File: src/alc_defines.vh
// Constants for the automatic level control block
`ifndef ALC_DEFINES_VH
`define ALC_DEFINES_VH

// Register byte offsets
`define ALC_ADDR_CTRL   8'h00
`define ALC_ADDR_CFG_A  8'h04
`define ALC_ADDR_CFG_B  8'h08
`define ALC_ADDR_VOL_A  8'h0C
`define ALC_ADDR_VOL_B  8'h10
`define ALC_ADDR_STAT   8'h14

// Control register fields
`define ALC_CT_PAIR_A   0
`define ALC_CT_PAIR_B   1
`define ALC_CT_QUAD     2
`define ALC_CT_FAST_LIM 3

// Pair configuration register fields
`define ALC_CF_THR      1:0
`define ALC_CF_GATE_DIS 2
`define ALC_CF_LSTEP    4:3
`define ALC_CF_ZTMO     6:5
`define ALC_CF_WAIT     9:7
`define ALC_CF_GAIN     11:10
`define ALC_CF_FREC     13:12
`define ALC_CF_CEIL     23:16

// Reset values
`define ALC_CFG_RST     32'h00E1_0000
`define ALC_VOL_RST     16'h9191
`define ALC_VOL_CH_RST  8'h91

// Volume codes
`define ALC_VOL_MUTE    8'h00
`define ALC_VOL_ONE     8'h01

// Base sample periods of zero-cross timeout and recovery wait, and base shift of fast recovery
`define ALC_ZTMO_BASE   11'h080
`define ALC_WAIT_BASE   15'h0080
`define ALC_FREC_SHIFT  3'h2

// Magnitude thresholds of a 16-bit sample
`define ALC_LVL_FS      15'h7FFF
`define ALC_LVL_M2P5    15'h5FFD
`define ALC_LVL_M4P1    15'h4FD5
`define ALC_LVL_M6P0    15'h4027
`define ALC_LVL_M8P5    15'h301B
`define ALC_LVL_M12     15'h2027

`endif

File: src/alc_level_ctrl.v
// Four-channel automatic level control with APB register access
//
// Local design decisions: the APB slave port and the register offsets.
`timescale 1ns/10ps
`default_nettype none
`include "alc_defines.vh"

module alc_level_ctrl (
  // Clock and reset
  input  wire        core_clk,
  input  wire        sys_rst,
  // APB slave
  input  wire        psel,
  input  wire        penable,
  input  wire        pwrite,
  input  wire [7:0]  paddr,
  input  wire [31:0] pwdata,
  output reg  [31:0] prdata,
  output reg         pready,
  output reg         pslverr,
  // Sample stream, one strobe per sample period
  input  wire        sample_valid,
  input  wire [15:0] pair_a_left_sample,
  input  wire [15:0] pair_a_right_sample,
  input  wire [15:0] pair_b_left_sample,
  input  wire [15:0] pair_b_right_sample,
  // Applied volume codes
  output wire [7:0]  pair_a_left_volume,
  output wire [7:0]  pair_a_right_volume,
  output wire [7:0]  pair_b_left_volume,
  output wire [7:0]  pair_b_right_volume
);

  reg  [3:0]  ctrl_r;
  reg  [31:0] cfg_a_r;
  reg  [31:0] cfg_b_r;
  reg  [15:0] vol_a_r;
  reg  [15:0] vol_b_r;
  reg         en_a_d_r;
  reg         en_b_d_r;

  wire        quad_link_en         = ctrl_r[`ALC_CT_QUAD];
  wire        pair_a_level_ctrl_en = ctrl_r[`ALC_CT_PAIR_A];
  wire        pair_b_level_ctrl_en = ctrl_r[`ALC_CT_PAIR_B];
  wire        fast_limiter_en      = ctrl_r[`ALC_CT_FAST_LIM];

  // Group enables; pair B controller idles under four-channel link
  wire        en_a = quad_link_en | pair_a_level_ctrl_en;
  wire        en_b = !quad_link_en & pair_b_level_ctrl_en;
  wire        load_a = en_a & !en_a_d_r;
  wire        load_b = en_b & !en_b_d_r;

  wire [31:0] vol_out;
  wire [63:0] samp_bus = {pair_b_right_sample, pair_b_left_sample,
                          pair_a_right_sample, pair_a_left_sample};
  wire [3:0]  ch_over;
  wire [3:0]  ch_band;
  wire [3:0]  ch_fs;
  wire [3:0]  ch_pend;

  wire [7:0]  tgt_a;
  wire [7:0]  tgt_b;
  wire        step_a;
  wire        step_b;
  wire        gate_a;
  wire        gate_b;
  wire        tmo_a;
  wire        tmo_b;

  // APB access phase takes one wait cycle; unmapped offsets answer an error
  wire        acc = psel & penable & !pready;
  // Writes land on the edge that completes the transfer, as the master sees it
  wire        wr  = psel & penable & pready & pwrite;
  wire        map_hit = (paddr == `ALC_ADDR_CTRL)  || (paddr == `ALC_ADDR_CFG_A) ||
                        (paddr == `ALC_ADDR_CFG_B) || (paddr == `ALC_ADDR_VOL_A) ||
                        (paddr == `ALC_ADDR_VOL_B) || (paddr == `ALC_ADDR_STAT);
  reg  [31:0] rd_mux;

  always @*
  begin
    rd_mux = 32'h0000_0000;
    case (paddr)
      `ALC_ADDR_CTRL:  rd_mux = {28'h0000000, ctrl_r};
      `ALC_ADDR_CFG_A: rd_mux = cfg_a_r;
      `ALC_ADDR_CFG_B: rd_mux = cfg_b_r;
      `ALC_ADDR_VOL_A: rd_mux = {16'h0000, vol_a_r};
      `ALC_ADDR_VOL_B: rd_mux = {16'h0000, vol_b_r};
      `ALC_ADDR_STAT:  rd_mux = vol_out;
      default:         rd_mux = 32'h0000_0000;
    endcase
  end

  always @(posedge core_clk)
  begin
    if (sys_rst)
    begin
      pready   <= 1'b0;
      pslverr  <= 1'b0;
      prdata   <= 32'h0000_0000;
      ctrl_r   <= 4'h0;
      cfg_a_r  <= `ALC_CFG_RST;
      cfg_b_r  <= `ALC_CFG_RST;
      vol_a_r  <= `ALC_VOL_RST;
      vol_b_r  <= `ALC_VOL_RST;
      en_a_d_r <= 1'b0;
      en_b_d_r <= 1'b0;
    end
    else
    begin
      pready   <= acc;
      pslverr  <= acc & !map_hit;
      prdata   <= (acc && !pwrite && map_hit) ? rd_mux : 32'h0000_0000;
      en_a_d_r <= en_a;
      en_b_d_r <= en_b;
      if (wr)
      begin
        case (paddr)
          `ALC_ADDR_CTRL:  ctrl_r  <= pwdata[3:0];
          // Unused bits are kept zero so they read back as zero
          `ALC_ADDR_CFG_A: cfg_a_r <= pwdata & 32'h00FF_3FFF;
          `ALC_ADDR_CFG_B: cfg_b_r <= pwdata & 32'h00FF_3FFF;
          `ALC_ADDR_VOL_A: vol_a_r <= pwdata[15:0];
          `ALC_ADDR_VOL_B: vol_b_r <= pwdata[15:0];
          default:         ctrl_r  <= ctrl_r;
        endcase
      end
    end
  end

  // Per-channel level detection, zero crossing and volume hold
  genvar gi;
  generate
    for (gi = 0; gi < 4; gi = gi + 1)
    begin : g_ch
      wire [15:0] smp  = samp_bus[gi*16 +: 16];
      // Pair A settings serve every channel under four-channel link
      wire        use_a = quad_link_en || (gi < 2);
      wire [1:0]  thr  = use_a ? cfg_a_r[`ALC_CF_THR] : cfg_b_r[`ALC_CF_THR];
      wire [14:0] mag  = smp[15] ? ((smp == 16'h8000) ? `ALC_LVL_FS :
                                    (~smp[14:0] + 15'h0001)) : smp[14:0];
      reg  [14:0] det_lvl;
      reg  [14:0] rst_lvl;
      reg         sign_r;
      reg         pend_r;
      reg  [7:0]  vol_r;
      wire        grp_a = use_a;
      wire        en_g  = grp_a ? en_a : en_b;
      wire [7:0]  tgt   = grp_a ? tgt_a : tgt_b;
      wire        stp   = grp_a ? step_a : step_b;
      wire        gte   = grp_a ? gate_a : gate_b;
      wire        tmo   = grp_a ? tmo_a : tmo_b;
      wire [7:0]  man   = (gi == 0) ? vol_a_r[7:0] : (gi == 1) ? vol_a_r[15:8] :
                          (gi == 2) ? vol_b_r[7:0] : vol_b_r[15:8];
      wire        zc    = sample_valid && ((smp[15] != sign_r) || (smp == 16'h0000));

      always @*
      begin
        det_lvl = `ALC_LVL_M2P5;
        rst_lvl = `ALC_LVL_M4P1;
        case (thr)
          2'h0:
          begin
            det_lvl = `ALC_LVL_M2P5;
            rst_lvl = `ALC_LVL_M4P1;
          end
          2'h1:
          begin
            det_lvl = `ALC_LVL_M4P1;
            rst_lvl = `ALC_LVL_M6P0;
          end
          2'h2:
          begin
            det_lvl = `ALC_LVL_M6P0;
            rst_lvl = `ALC_LVL_M8P5;
          end
          default:
          begin
            det_lvl = `ALC_LVL_M8P5;
            rst_lvl = `ALC_LVL_M12;
          end
        endcase
      end

      assign ch_over[gi] = (mag >= det_lvl);
      assign ch_band[gi] = (mag >= rst_lvl) && (mag < det_lvl);
      assign ch_fs[gi]   = (mag >= `ALC_LVL_FS);
      assign ch_pend[gi] = pend_r;
      assign vol_out[gi*8 +: 8] = vol_r;

      always @(posedge core_clk)
      begin
        if (sys_rst)
        begin
          sign_r <= 1'b0;
          pend_r <= 1'b0;
          vol_r  <= `ALC_VOL_CH_RST;
        end
        else
        begin
          if (sample_valid)
            sign_r <= smp[15];
          if (!en_g)
          begin
            // Manual mode is not gated here: the written code applies directly
            pend_r <= 1'b0;
            vol_r  <= man;
          end
          else if (stp && !gte)
          begin
            pend_r <= 1'b0;
            vol_r  <= tgt;
          end
          else if (stp)
            pend_r <= 1'b1;
          else if (pend_r && (zc || tmo))
          begin
            pend_r <= 1'b0;
            vol_r  <= tgt;
          end
        end
      end
    end
  endgenerate

  assign pair_a_left_volume  = g_ch[0].vol_r;
  assign pair_a_right_volume = g_ch[1].vol_r;
  assign pair_b_left_volume  = g_ch[2].vol_r;
  assign pair_b_right_volume = g_ch[3].vol_r;

  // Group events: all four channels feed pair A under four-channel link
  wire ov_a = quad_link_en ? (|ch_over) : (|ch_over[1:0]);
  wire bd_a = quad_link_en ? (|ch_band) : (|ch_band[1:0]);
  wire fs_a = quad_link_en ? (|ch_fs)   : (|ch_fs[1:0]);
  wire bz_a = quad_link_en ? (|ch_pend) : (|ch_pend[1:0]);

  alc_pair_ctrl u_ctrl_a (
    .core_clk                (core_clk),
    .sys_rst                 (sys_rst),
    .sample_valid            (sample_valid),
    .over_lim                (ov_a),
    .in_band                 (bd_a),
    .over_fs                 (fs_a),
    .busy                    (bz_a),
    .enable                  (en_a),
    .load                    (load_a),
    .load_val                (vol_a_r[7:0]),
    .fast_limiter_en         (fast_limiter_en),
    .zero_cross_gate_disable (cfg_a_r[`ALC_CF_GATE_DIS]),
    .limiter_step_sel        (cfg_a_r[`ALC_CF_LSTEP]),
    .zero_cross_timeout_sel  (cfg_a_r[`ALC_CF_ZTMO]),
    .recovery_wait_sel       (cfg_a_r[`ALC_CF_WAIT]),
    .recovery_gain_step_sel  (cfg_a_r[`ALC_CF_GAIN]),
    .fast_recovery_speed_sel (cfg_a_r[`ALC_CF_FREC]),
    .recovery_ceiling        (cfg_a_r[`ALC_CF_CEIL]),
    .target_r                (tgt_a),
    .step_r                  (step_a),
    .gate_r                  (gate_a),
    .tmo_r                   (tmo_a)
  );

  alc_pair_ctrl u_ctrl_b (
    .core_clk                (core_clk),
    .sys_rst                 (sys_rst),
    .sample_valid            (sample_valid),
    .over_lim                (|ch_over[3:2]),
    .in_band                 (|ch_band[3:2]),
    .over_fs                 (|ch_fs[3:2]),
    .busy                    (|ch_pend[3:2]),
    .enable                  (en_b),
    .load                    (load_b),
    .load_val                (vol_b_r[7:0]),
    .fast_limiter_en         (fast_limiter_en),
    .zero_cross_gate_disable (cfg_b_r[`ALC_CF_GATE_DIS]),
    .limiter_step_sel        (cfg_b_r[`ALC_CF_LSTEP]),
    .zero_cross_timeout_sel  (cfg_b_r[`ALC_CF_ZTMO]),
    .recovery_wait_sel       (cfg_b_r[`ALC_CF_WAIT]),
    .recovery_gain_step_sel  (cfg_b_r[`ALC_CF_GAIN]),
    .fast_recovery_speed_sel (cfg_b_r[`ALC_CF_FREC]),
    .recovery_ceiling        (cfg_b_r[`ALC_CF_CEIL]),
    .target_r                (tgt_b),
    .step_r                  (step_b),
    .gate_r                  (gate_b),
    .tmo_r                   (tmo_b)
  );

endmodule // alc_level_ctrl

`default_nettype wire

File: src/alc_pair_ctrl.v
// Limiter and recovery controller producing one common volume target
`timescale 1ns/10ps
`default_nettype none
`include "alc_defines.vh"

module alc_pair_ctrl (
  // Clock and reset
  input  wire        core_clk,
  input  wire        sys_rst,
  // Sample events
  input  wire        sample_valid,
  input  wire        over_lim,
  input  wire        in_band,
  input  wire        over_fs,
  input  wire        busy,
  // Control
  input  wire        enable,
  input  wire        load,
  input  wire [7:0]  load_val,
  input  wire        fast_limiter_en,
  input  wire        zero_cross_gate_disable,
  input  wire [1:0]  limiter_step_sel,
  input  wire [1:0]  zero_cross_timeout_sel,
  input  wire [2:0]  recovery_wait_sel,
  input  wire [1:0]  recovery_gain_step_sel,
  input  wire [1:0]  fast_recovery_speed_sel,
  input  wire [7:0]  recovery_ceiling,
  // Volume target with its step, gate and zero-cross timeout strobes
  output reg  [7:0]  target_r,
  output reg         step_r,
  output reg         gate_r,
  output reg         tmo_r
);

  localparam ST_OFF = 1'b0;
  localparam ST_RUN = 1'b1;

  reg        state_r;
  reg        fast_r;
  reg [14:0] wait_cnt_r;
  reg [10:0] zc_cnt_r;

  wire [10:0] zc_len   = `ALC_ZTMO_BASE << zero_cross_timeout_sel;
  wire [14:0] wait_len = `ALC_WAIT_BASE << recovery_wait_sel;
  // Code 11 of the speed field is not available; it falls back to 16 times
  wire [2:0]  frec_sh  = (fast_recovery_speed_sel == 2'h3) ? 3'h4 :
                         ({1'b0, fast_recovery_speed_sel} + `ALC_FREC_SHIFT);
  wire [14:0] wait_eff = fast_r ? (wait_len >> frec_sh) : wait_len;
  wire [7:0]  lim_amt  = zero_cross_gate_disable ? `ALC_VOL_ONE :
                         (`ALC_VOL_ONE << limiter_step_sel);
  wire [7:0]  gain_amt = {6'h00, recovery_gain_step_sel} + `ALC_VOL_ONE;
  wire [8:0]  up_sum   = {1'b0, target_r} + {1'b0, gain_amt};
  wire [7:0]  up_val   = (up_sum > {1'b0, recovery_ceiling}) ?
                         recovery_ceiling : up_sum[7:0];
  wire [7:0]  dn_val   = (target_r > lim_amt) ? (target_r - lim_amt) :
                         `ALC_VOL_MUTE;
  wire [7:0]  dn_one   = (target_r > `ALC_VOL_ONE) ? (target_r - `ALC_VOL_ONE) :
                         `ALC_VOL_MUTE;

  // Zero-cross timeout runs while any channel of the group waits
  always @(posedge core_clk)
  begin
    if (sys_rst)
    begin
      zc_cnt_r <= 11'h000;
      tmo_r    <= 1'b0;
    end
    else
    begin
      tmo_r <= 1'b0;
      if (step_r || !busy)
        zc_cnt_r <= 11'h000;
      else if (sample_valid)
      begin
        if (zc_cnt_r + 11'h001 >= zc_len)
        begin
          zc_cnt_r <= 11'h000;
          tmo_r    <= 1'b1;
        end
        else
          zc_cnt_r <= zc_cnt_r + 11'h001;
      end
    end
  end

  always @(posedge core_clk)
  begin
    if (sys_rst)
    begin
      state_r    <= ST_OFF;
      target_r   <= `ALC_VOL_MUTE;
      step_r     <= 1'b0;
      gate_r     <= 1'b0;
      fast_r     <= 1'b0;
      wait_cnt_r <= 15'h0000;
    end
    else
    begin
      step_r <= 1'b0;
      case (state_r)
        ST_OFF:
        begin
          fast_r     <= 1'b0;
          wait_cnt_r <= 15'h0000;
          if (enable && load)
          begin
            target_r <= load_val;
            state_r  <= ST_RUN;
          end
        end
        ST_RUN:
        begin
          if (!enable)
            state_r <= ST_OFF;
          else if (sample_valid)
          begin
            if (over_fs && fast_limiter_en)
            begin
              // Full scale is an impulse: one step at once, no gating
              target_r   <= dn_one;
              step_r     <= 1'b1;
              gate_r     <= 1'b0;
              fast_r     <= 1'b1;
              wait_cnt_r <= 15'h0000;
            end
            else if (over_lim)
            begin
              wait_cnt_r <= 15'h0000;
              if (!busy)
              begin
                target_r <= dn_val;
                step_r   <= 1'b1;
                gate_r   <= !zero_cross_gate_disable;
                fast_r   <= over_fs;
              end
            end
            else if (in_band)
              wait_cnt_r <= 15'h0000;
            else if (wait_cnt_r + 15'h0001 >= wait_eff)
            begin
              // Held at the end while a step is still pending
              if (!busy)
              begin
                wait_cnt_r <= 15'h0000;
                if (target_r < recovery_ceiling)
                begin
                  target_r <= up_val;
                  step_r   <= 1'b1;
                  gate_r   <= 1'b1;
                end
                else
                  fast_r <= 1'b0;
              end
            end
            else
              wait_cnt_r <= wait_cnt_r + 15'h0001;
          end
        end
        default:
          state_r <= ST_OFF;
      endcase
    end
  end

endmodule // alc_pair_ctrl

`default_nettype wire

File: config.mk
export PLATFORM = sky130hd
export DESIGN_NAME = alc_level_ctrl
export DESIGN_NICKNAME = d
export VERILOG_FILES = /design/src/alc_level_ctrl.v /design/src/alc_pair_ctrl.v
export VERILOG_INCLUDE_DIRS = /design/src /design/src/src
export SDC_FILE = /design/constraint.sdc
export NUM_CORES = 1
export LEC_CHECK = 0
export ABC_AREA = 1
export BUFFER_PORTS_ARGS = -buffer_cell sky130_fd_sc_hd__buf_4
export CAP_MARGIN = 20
export CORE_MARGIN = 2
export CORE_UTILIZATION = 57
export DETAILED_ROUTE_END_ITERATION = 8
export HOLD_SLACK_MARGIN = 0.03
export PLACE_DENSITY = 0.77
export SYNTH_ARGS = -nofsm -noshare
export SYNTH_HDL_FRONTEND = slang
export SYNTH_SLANG_ARGS = --single-unit
export TNS_END_PERCENT = 50
File: constraint.sdc
create_clock -name core_clk -period 7.6 [get_ports core_clk]
set_input_delay 1.14 -clock core_clk [delete_from_list [all_inputs] [get_ports core_clk]]
set_output_delay 1.14 -clock core_clk [all_outputs]
set_load 0.01 [all_outputs]
==> results by group, run 1 <==
Routing
  – DRC: 0
  – Post-route ant nets: 0
  – Post-Route WL: 63.2 mm
  – First DRT Iteration DRCs: 1,929
  – Vias: 21.3k
  – DRT Pass-1 Iters: 8
  – Vias/cell: 5.81
  – Routed WL per cell: 17.3 um

Final layout
  – Share of cells above drive strength 1: 0.104
  – Nets: 3,524
  – Diode count: 0
  – Layout area overhead: 12.3%

Worst hold path
  – Worst Hold Class: reg -> reg

Clock tree
  – CTS buffer count: 27
  – Post-cts sizing count: 0
  – Hold Buf Count CTS: 0
  – Clock sink total: 234
  – Bufs on Longest Clock Path: 3
  – Clock Latency Late Sink: 570 ps
  – CTS root buf: clkbuf_16
  – TritonCTS clock tree: built
  – Post-CTS Setup Bufs: 0
  – Clock transition at the registers of the reported paths: 60 ps
  – H-tree depth: 1

Synthesis
  – Most common cell in the netlist: nand2_1
  – Async SR Flop Fraction: 0
  – Largest cells by area after synthesis: dfxtp_1, ha_1, nand2_1
  – Commonest cells post-synth: nand2_1, inv_1, nor2_1
  – Post-synth top area share: 0.236
  – Post-synthesis cell area: 19,900 um^2
  – Number of flops mapped to enable cells by yosys: 0
  – Dominant cell type by area after synthesis: dfxtp_1
  – Most used DFF post-synth: dfxtp_1
  – Mapped Avg Cell Area: 6.47 um^2
  – Synth cell types: 59
  – Synth warn: 0
  – Post-synthesis register bit count: 234
  – Sequential area share after synthesis: 0.236
  – Syn Inst Count: 3,072

Floorplan
  – Die Footprint: 36,400 um^2
  – Core ar.: 34,500 um^2
  – Site row count: 68
  – Die Wd: 191 um
  – Ports: 176
  – Starting density of the core: 0.576
  – Die H: 191 um

Global route
  – Total track usage: 0.341
  – Total gr overflow: 0
  – Initial antenna violation count: 0
  – Vias in the first global route: 19.8k
  – Largest net degree at the start of global routing: 83
  – First-pass GRT wire length: 101 mm

STA
  – Min Tclk post-route: 5000 ps
  – Clock Skew: 29.2 ps
  – Fmax: 200 MHz
  – Final Hold Violating Endpoints: 0
  – Relative slew slack: 0.300
  – RSZ-0062 raised after global routing: no
  – Setup_tns: 0 ps
  – Hold Worst Slack: 442 ps
  – Post-route clock period utilization: 0.657
  – Setup violations, final: 0
  – Max-slew violations: 0
  – Final worst slack: 2600 ps
  – Worst slew pin tran: 1050 ps

Setup path
  – Crit path kind: in -> reg
  – Worst EP required: 8100 ps
  – Setup crit end kind: register
  – Startpoint types: input port
  – WP data arrival: 5490 ps
  – CP Max Fanout: 22

Status
  – Status: completed

Pwr
  – Total Power: 2.97 mW
  – Maximum vdd ir drop: 0.000154 V
  – Lkg Pwr: 10.9 nW
  – Pwr/cell area: 133 nW/um^2

Run
  – MaxCap Viol Count: 0

Place
  – Routability cong.: 0.979
  – Pre-CTS WS: 2070 ps
  – Detailed placement HPWL: 48.9 mm
  – Port bufs: 167
[cells in the final DEF (no fill, tap or decap), types with 6 or more instances in the layout]
master	n
clkbuf_16	27
conb_1	6
nor2_1	308
inv_2	9
xor2_1	43
a22oi_1	9
o22ai_1	22
o21a_1	9
inv_1	381
a21o_1	6
a21oi_2	10
xnor2_1	10
nand2_4	9
nand3b_1	8
nor3b_1	12
o211ai_1	35
nor2_2	11
ha_1	217
nand3_2	18
and3_1	8
a221oi_1	7
o21ai_0	212
nand2_2	25
nor4_1	6
nand2_1	714
nand3_1	212
nand4_1	42
nor2_4	8
dfxtp_1	234
o221ai_1	14
a211oi_1	14
buf_4	180
o21ai_1	15
a31oi_1	13
a21oi_1	242
nor3_1	39
[routing by layer]
layer | vias to the layer above | GRT usage | routed length (um)
met5 | - | 0 | 0
met4 | 0 | 0.103 | 1750
met3 | 125 | 0.0386 | 4760
met2 | 839 | 0.576 | 29100
met1 | 9844 | 0.456 | 27700
li1 | 10500 | - | -
[cell families (layout without fill, tap and decap cells)]
family,count (synthesis),in the layout,share of synthesized area
AND/OR/NAND/NOR,1439,1439,0.320
AO/OA/AOI/OAI,633,633,0.182
buffers and inverters,490,625,0.0972
flip-flops,234,234,0.236
adder cells (fa/ha/maj),221,221,0.141
XOR/XNOR,53,53,0.0234
other,2,6,0.000378
[worst max-delay path: stages]
cell and delay [ps]:
buf_4 110, inv_1 120, ha_1 260, nand2_1 90, nor2_2 190, nand4_2 360, nand3_1 410, ha_1 300
nand2_1 60, inv_1 50, nand2_1 50, nor3_1 50, a21boi_0 160, nand2_1 100, a21oi_1 170, and2_1 300
o21ai_4 230, inv_2 290, nand2_1 90, o21ai_1 210, nand3_4 280, inv_2 280, nor2_1 70, nor2_1 110
[path summary, 6_finish.rpt]
path	startpoint	to	slack (ps)	cells past startpoint
hold reg to reg	en_b_d_r	u_ctrl_b.state_r	440	1
setup reg to reg	cfg_a_r[0]	u_ctrl_a.wait_cnt_r[6]	3110	18
hold / removal	en_b_d_r	u_ctrl_b.state_r	440	1
setup / recovery	pair_a_right_sample[0]	u_ctrl_a.wait_cnt_r[6]	2600	24
[flip-flops by register name, indices dropped and copies added, names as in the netlist, 4 cells and up]
name and flops:
pair_a_left_volume 8, cfg_b_r 22, u_ctrl_b.zc_cnt_r 11, cfg_a_r 22, u_ctrl_b.wait_cnt_r 15, vol_b_r 16, u_ctrl_a.zc_cnt_r 11, ctrl_r 4
g_ch.sign_r 4, prdata 32, pair_a_right_volume 8, pair_b_left_volume 8, pair_b_right_volume 8, vol_a_r 16, g_ch.pend_r 4, u_ctrl_b.target_r 8
u_ctrl_a.wait_cnt_r 15, u_ctrl_a.target_r 8
[through the flow]
step	cell area, um^2	utilization	std cells
global route	22300	0.647	3666
finish	22300	0.647	3666
floorplan	19900	-	3076
CTS	22300	0.647	3664
global placement	21400	0.620	3617
detailed placement	21400	0.620	3617
[power breakdown]
group          internal (mW)  switching [mW]
registers               1.23         0.00134
clock network          0.818           0.561
logic                  0.129           0.236
total                   2.18           0.798
[area by class of cell]
type,count,area (um^2)
well taps,455,569
flip-flops and latches,234,4680
fillers,3265,12100
clock inverters,16,208
repair buffers,181,1360
clock buffers,31,721
inverters,397,1500
multi-input cells,2352,13300
Note: power is estimated with default switching activity, not from simulation.
==> run 2: changes to the inputs <==
- clock period: 7.6 -> 4.7 ns (I/O delays scaled with it)
==> results by group, run 2 (synthesis gave the netlist of run 1 again) <==
Status
  – Status: completed

Setup path
  – Reg-to-reg slack, setup: 410 ps (-2700 ps)
  – Startpoint types: register
  – WP data arrival: 4780 ps (-710 ps)
  – Worst EP required: 5190 ps (-2910 ps)
  – Setup crit end kind: register
  – CP Max Fanout: 22 (unchanged)
  – Crit path kind: reg -> reg

STA
  – RSZ-0062 raised after global routing: no
  – Post-route clock period utilization: 0.913
  – Max-slew violations: 0 (unchanged)
  – Final Hold Violating Endpoints: 0 (unchanged)
  – Relative slew slack: 0.306 (+0.00640)
  – Setup_tns: 0 ps (unchanged)
  – Fmax: 233 MHz
  – Worst slew pin tran: 1040 ps (-9.59 ps)
  – Min Tclk post-route: 4290 ps
  – Clock Skew: 18.4 ps (-10.8 ps)
  – Setup violations, final: 0 (unchanged)

Global route
  – First-pass GRT wire length: 100 mm (-0.59%)
  – Initial antenna violation count: 0 (unchanged)
  – Vias in the first global route: 19.7k (-0.98%)
  – Largest net degree at the start of global routing: 78 (-6.0%)
  – Total gr overflow: 0 (unchanged)
  – Total track usage: 0.341 (about the same)

Clock tree
  – Hold Buf Count CTS: 0 (unchanged)
  – Clock sink total: 234 (unchanged)
  – Post-CTS Setup Bufs: 0 (unchanged)
  – CTS root buf: clkbuf_16
  – Clock transition at the registers of the reported paths: 60 ps (about the same)
  – TritonCTS clock tree: built
  – CTS buffer count: 26 (-3.7%)
  – H-tree depth: 1 (unchanged)
  – Clock Latency Late Sink: 560 ps (about the same)
  – Bufs on Longest Clock Path: 3 (unchanged)

Final layout
  – Layout area overhead: 13.4%
  – Post-layout util: 0.653 (+0.00603)
  – Most frequent cells in the layout: nand2_1, inv_1, nor2_1
  – Max reg flops: 32 (unchanged)
  – Diode count: 0 (unchanged)
  – Share of cells above drive strength 1: 0.112 (+0.00799)
  – Nets: 3,554 (+0.85%)
  – Largest regs: prdata (32), cfg_a_r (22), cfg_b_r (22)
  – Fill count: 3,170 (-2.9%)
  – Largest Register: prdata
  – Commonest non-fill, non-tap cell in the layout: nand2_1
  – Finished Cell Area: 22,500 um^2 (+0.93%)

Place
  – Routability cong.: 0.970 (-0.95%)
  – Post-placement cell area: 21,600 um^2 (+1.2%)
  – Detailed placement HPWL: 49.6 mm (+1.4%)
  – Port bufs: 167 (unchanged)

Routing
  – Vias/cell: 5.80 (-0.18%)
  – First DRT Iteration DRCs: 2,058 (+6.7%)
  – Routed WL per cell: 17.2 um (about the same)
  – Post-route ant nets: 0 (unchanged)
  – Post-Route WL: 63.8 mm (+0.80%)
  – DRT Pass-1 Iters: 6 (-2)
  – Vias: 21.4k (+0.64%)
  – DRC: 0 (unchanged)

Floorplan
  – Die H: 191 um (unchanged)
  – Die Wd: 191 um (unchanged)
  – Site row count: 68 (unchanged)
  – Starting density of the core: 0.576 (unchanged)
  – Die Footprint: 36,400 um^2 (unchanged)
  – Ports: 176 (unchanged)
  – Core ar.: 34,500 um^2 (unchanged)

Pwr
  – Maximum vdd ir drop: 0.000259 V (+68%)
  – Lkg Pwr: 11.0 nW (+1.4%)
  – Pwr/cell area: 210 nW/um^2 (+58%)

Worst hold path
  – Worst Hold Class: in -> reg

Run
  – MaxCap Viol Count: 0 (unchanged)
[run 2: cell count changes in the layout (fill, tap and decap cells not counted), moves of 2 or more]
| cell | change |
|---|---|
| inv_6 | -2 |
| clkbuf_8 | +4 |
| clkinvlp_4 | -3 |
| buf_4 | +31 |
| clkbuf_1 | +2 |
| bufinv_16 | -2 |
[run 2: path summary, 6_finish.rpt]
kind,startpoint,to,cells after the start
setup / recovery,u_ctrl_a.wait_cnt_r[0],u_ctrl_a.wait_cnt_r[3],21
hold / removal,pwdata[16],cfg_b_r[16],3
setup reg to reg,u_ctrl_a.wait_cnt_r[0],u_ctrl_a.wait_cnt_r[3],21
hold reg to reg,u_ctrl_a.step_r,u_ctrl_a.tmo_r,1
[run 2: through the flow]
step / setup WS, ps / total power [mW] / cells / hold slack [ps]
floorplan: 788 / 2.41 / 3076 / 416
global placement: 242 / 2.61 / 3649 / 429
detailed placement: 142 / 2.63 / 3649 / 432
CTS: 305 / 4.73 / 3695 / 368
global route: 28.1 / 4.88 / 3696 / 390
finish: 409 / 4.73 / 3696 / 379
[run 2: routing by layer]
layer  GRT usage  vias to the layer above  share of wire
li1            -                    10500              -
met1       0.456                     9835           0.43
met2       0.562                      898           0.45
met3      0.0425                      154          0.077
met4       0.129                        0          0.037
met5           0                        -              0
[run 2: repair_timing]
item                                   in CTS  in global routing
setup endpoints to repair                   0                 11
gates resized for setup                     0                  2
endpoints found under the hold margin       0                  0
[run 2: where the power goes]
group | leakage (nW) | internal, mW | total, mW | switching [mW]
Clock | 0.441 | 1.26 | 2.14 | 0.872
Combinational | 8.69 | 0.223 | 0.607 | 0.384
Sequential | 1.89 | 1.99 | 1.99 | 0.00221
[run 2: cell type report]
class	count	area, um^2	share of cell area
multi-input combinational	2352	13300	0.590
clock inverter	9	104	0.00461
sequential	234	4680	0.208
inverter	397	1500	0.0665
timing repair buffer	212	1600	0.0712
clock buffer	37	783	0.0348
tap	455	569	0.0253
[run 2: critical path, cell delays in order (launching register included)]
cell     delay [ps]
dfxtp_1         400
ha_1            220
nand3_1         150
nor3_2          190
nand2_1          80
nor2_1          210
nand3_1         160
nor3_1          210
xor2_1          240
inv_1            80
ha_1            300
nand2_1          70
inv_1            80
nand2_1          50
or4_1           510
nand3_1         280
nand2_1         100
o21ai_1         210
nand3_4         290
inv_4           220
nor2_1           70
nor2_1          100
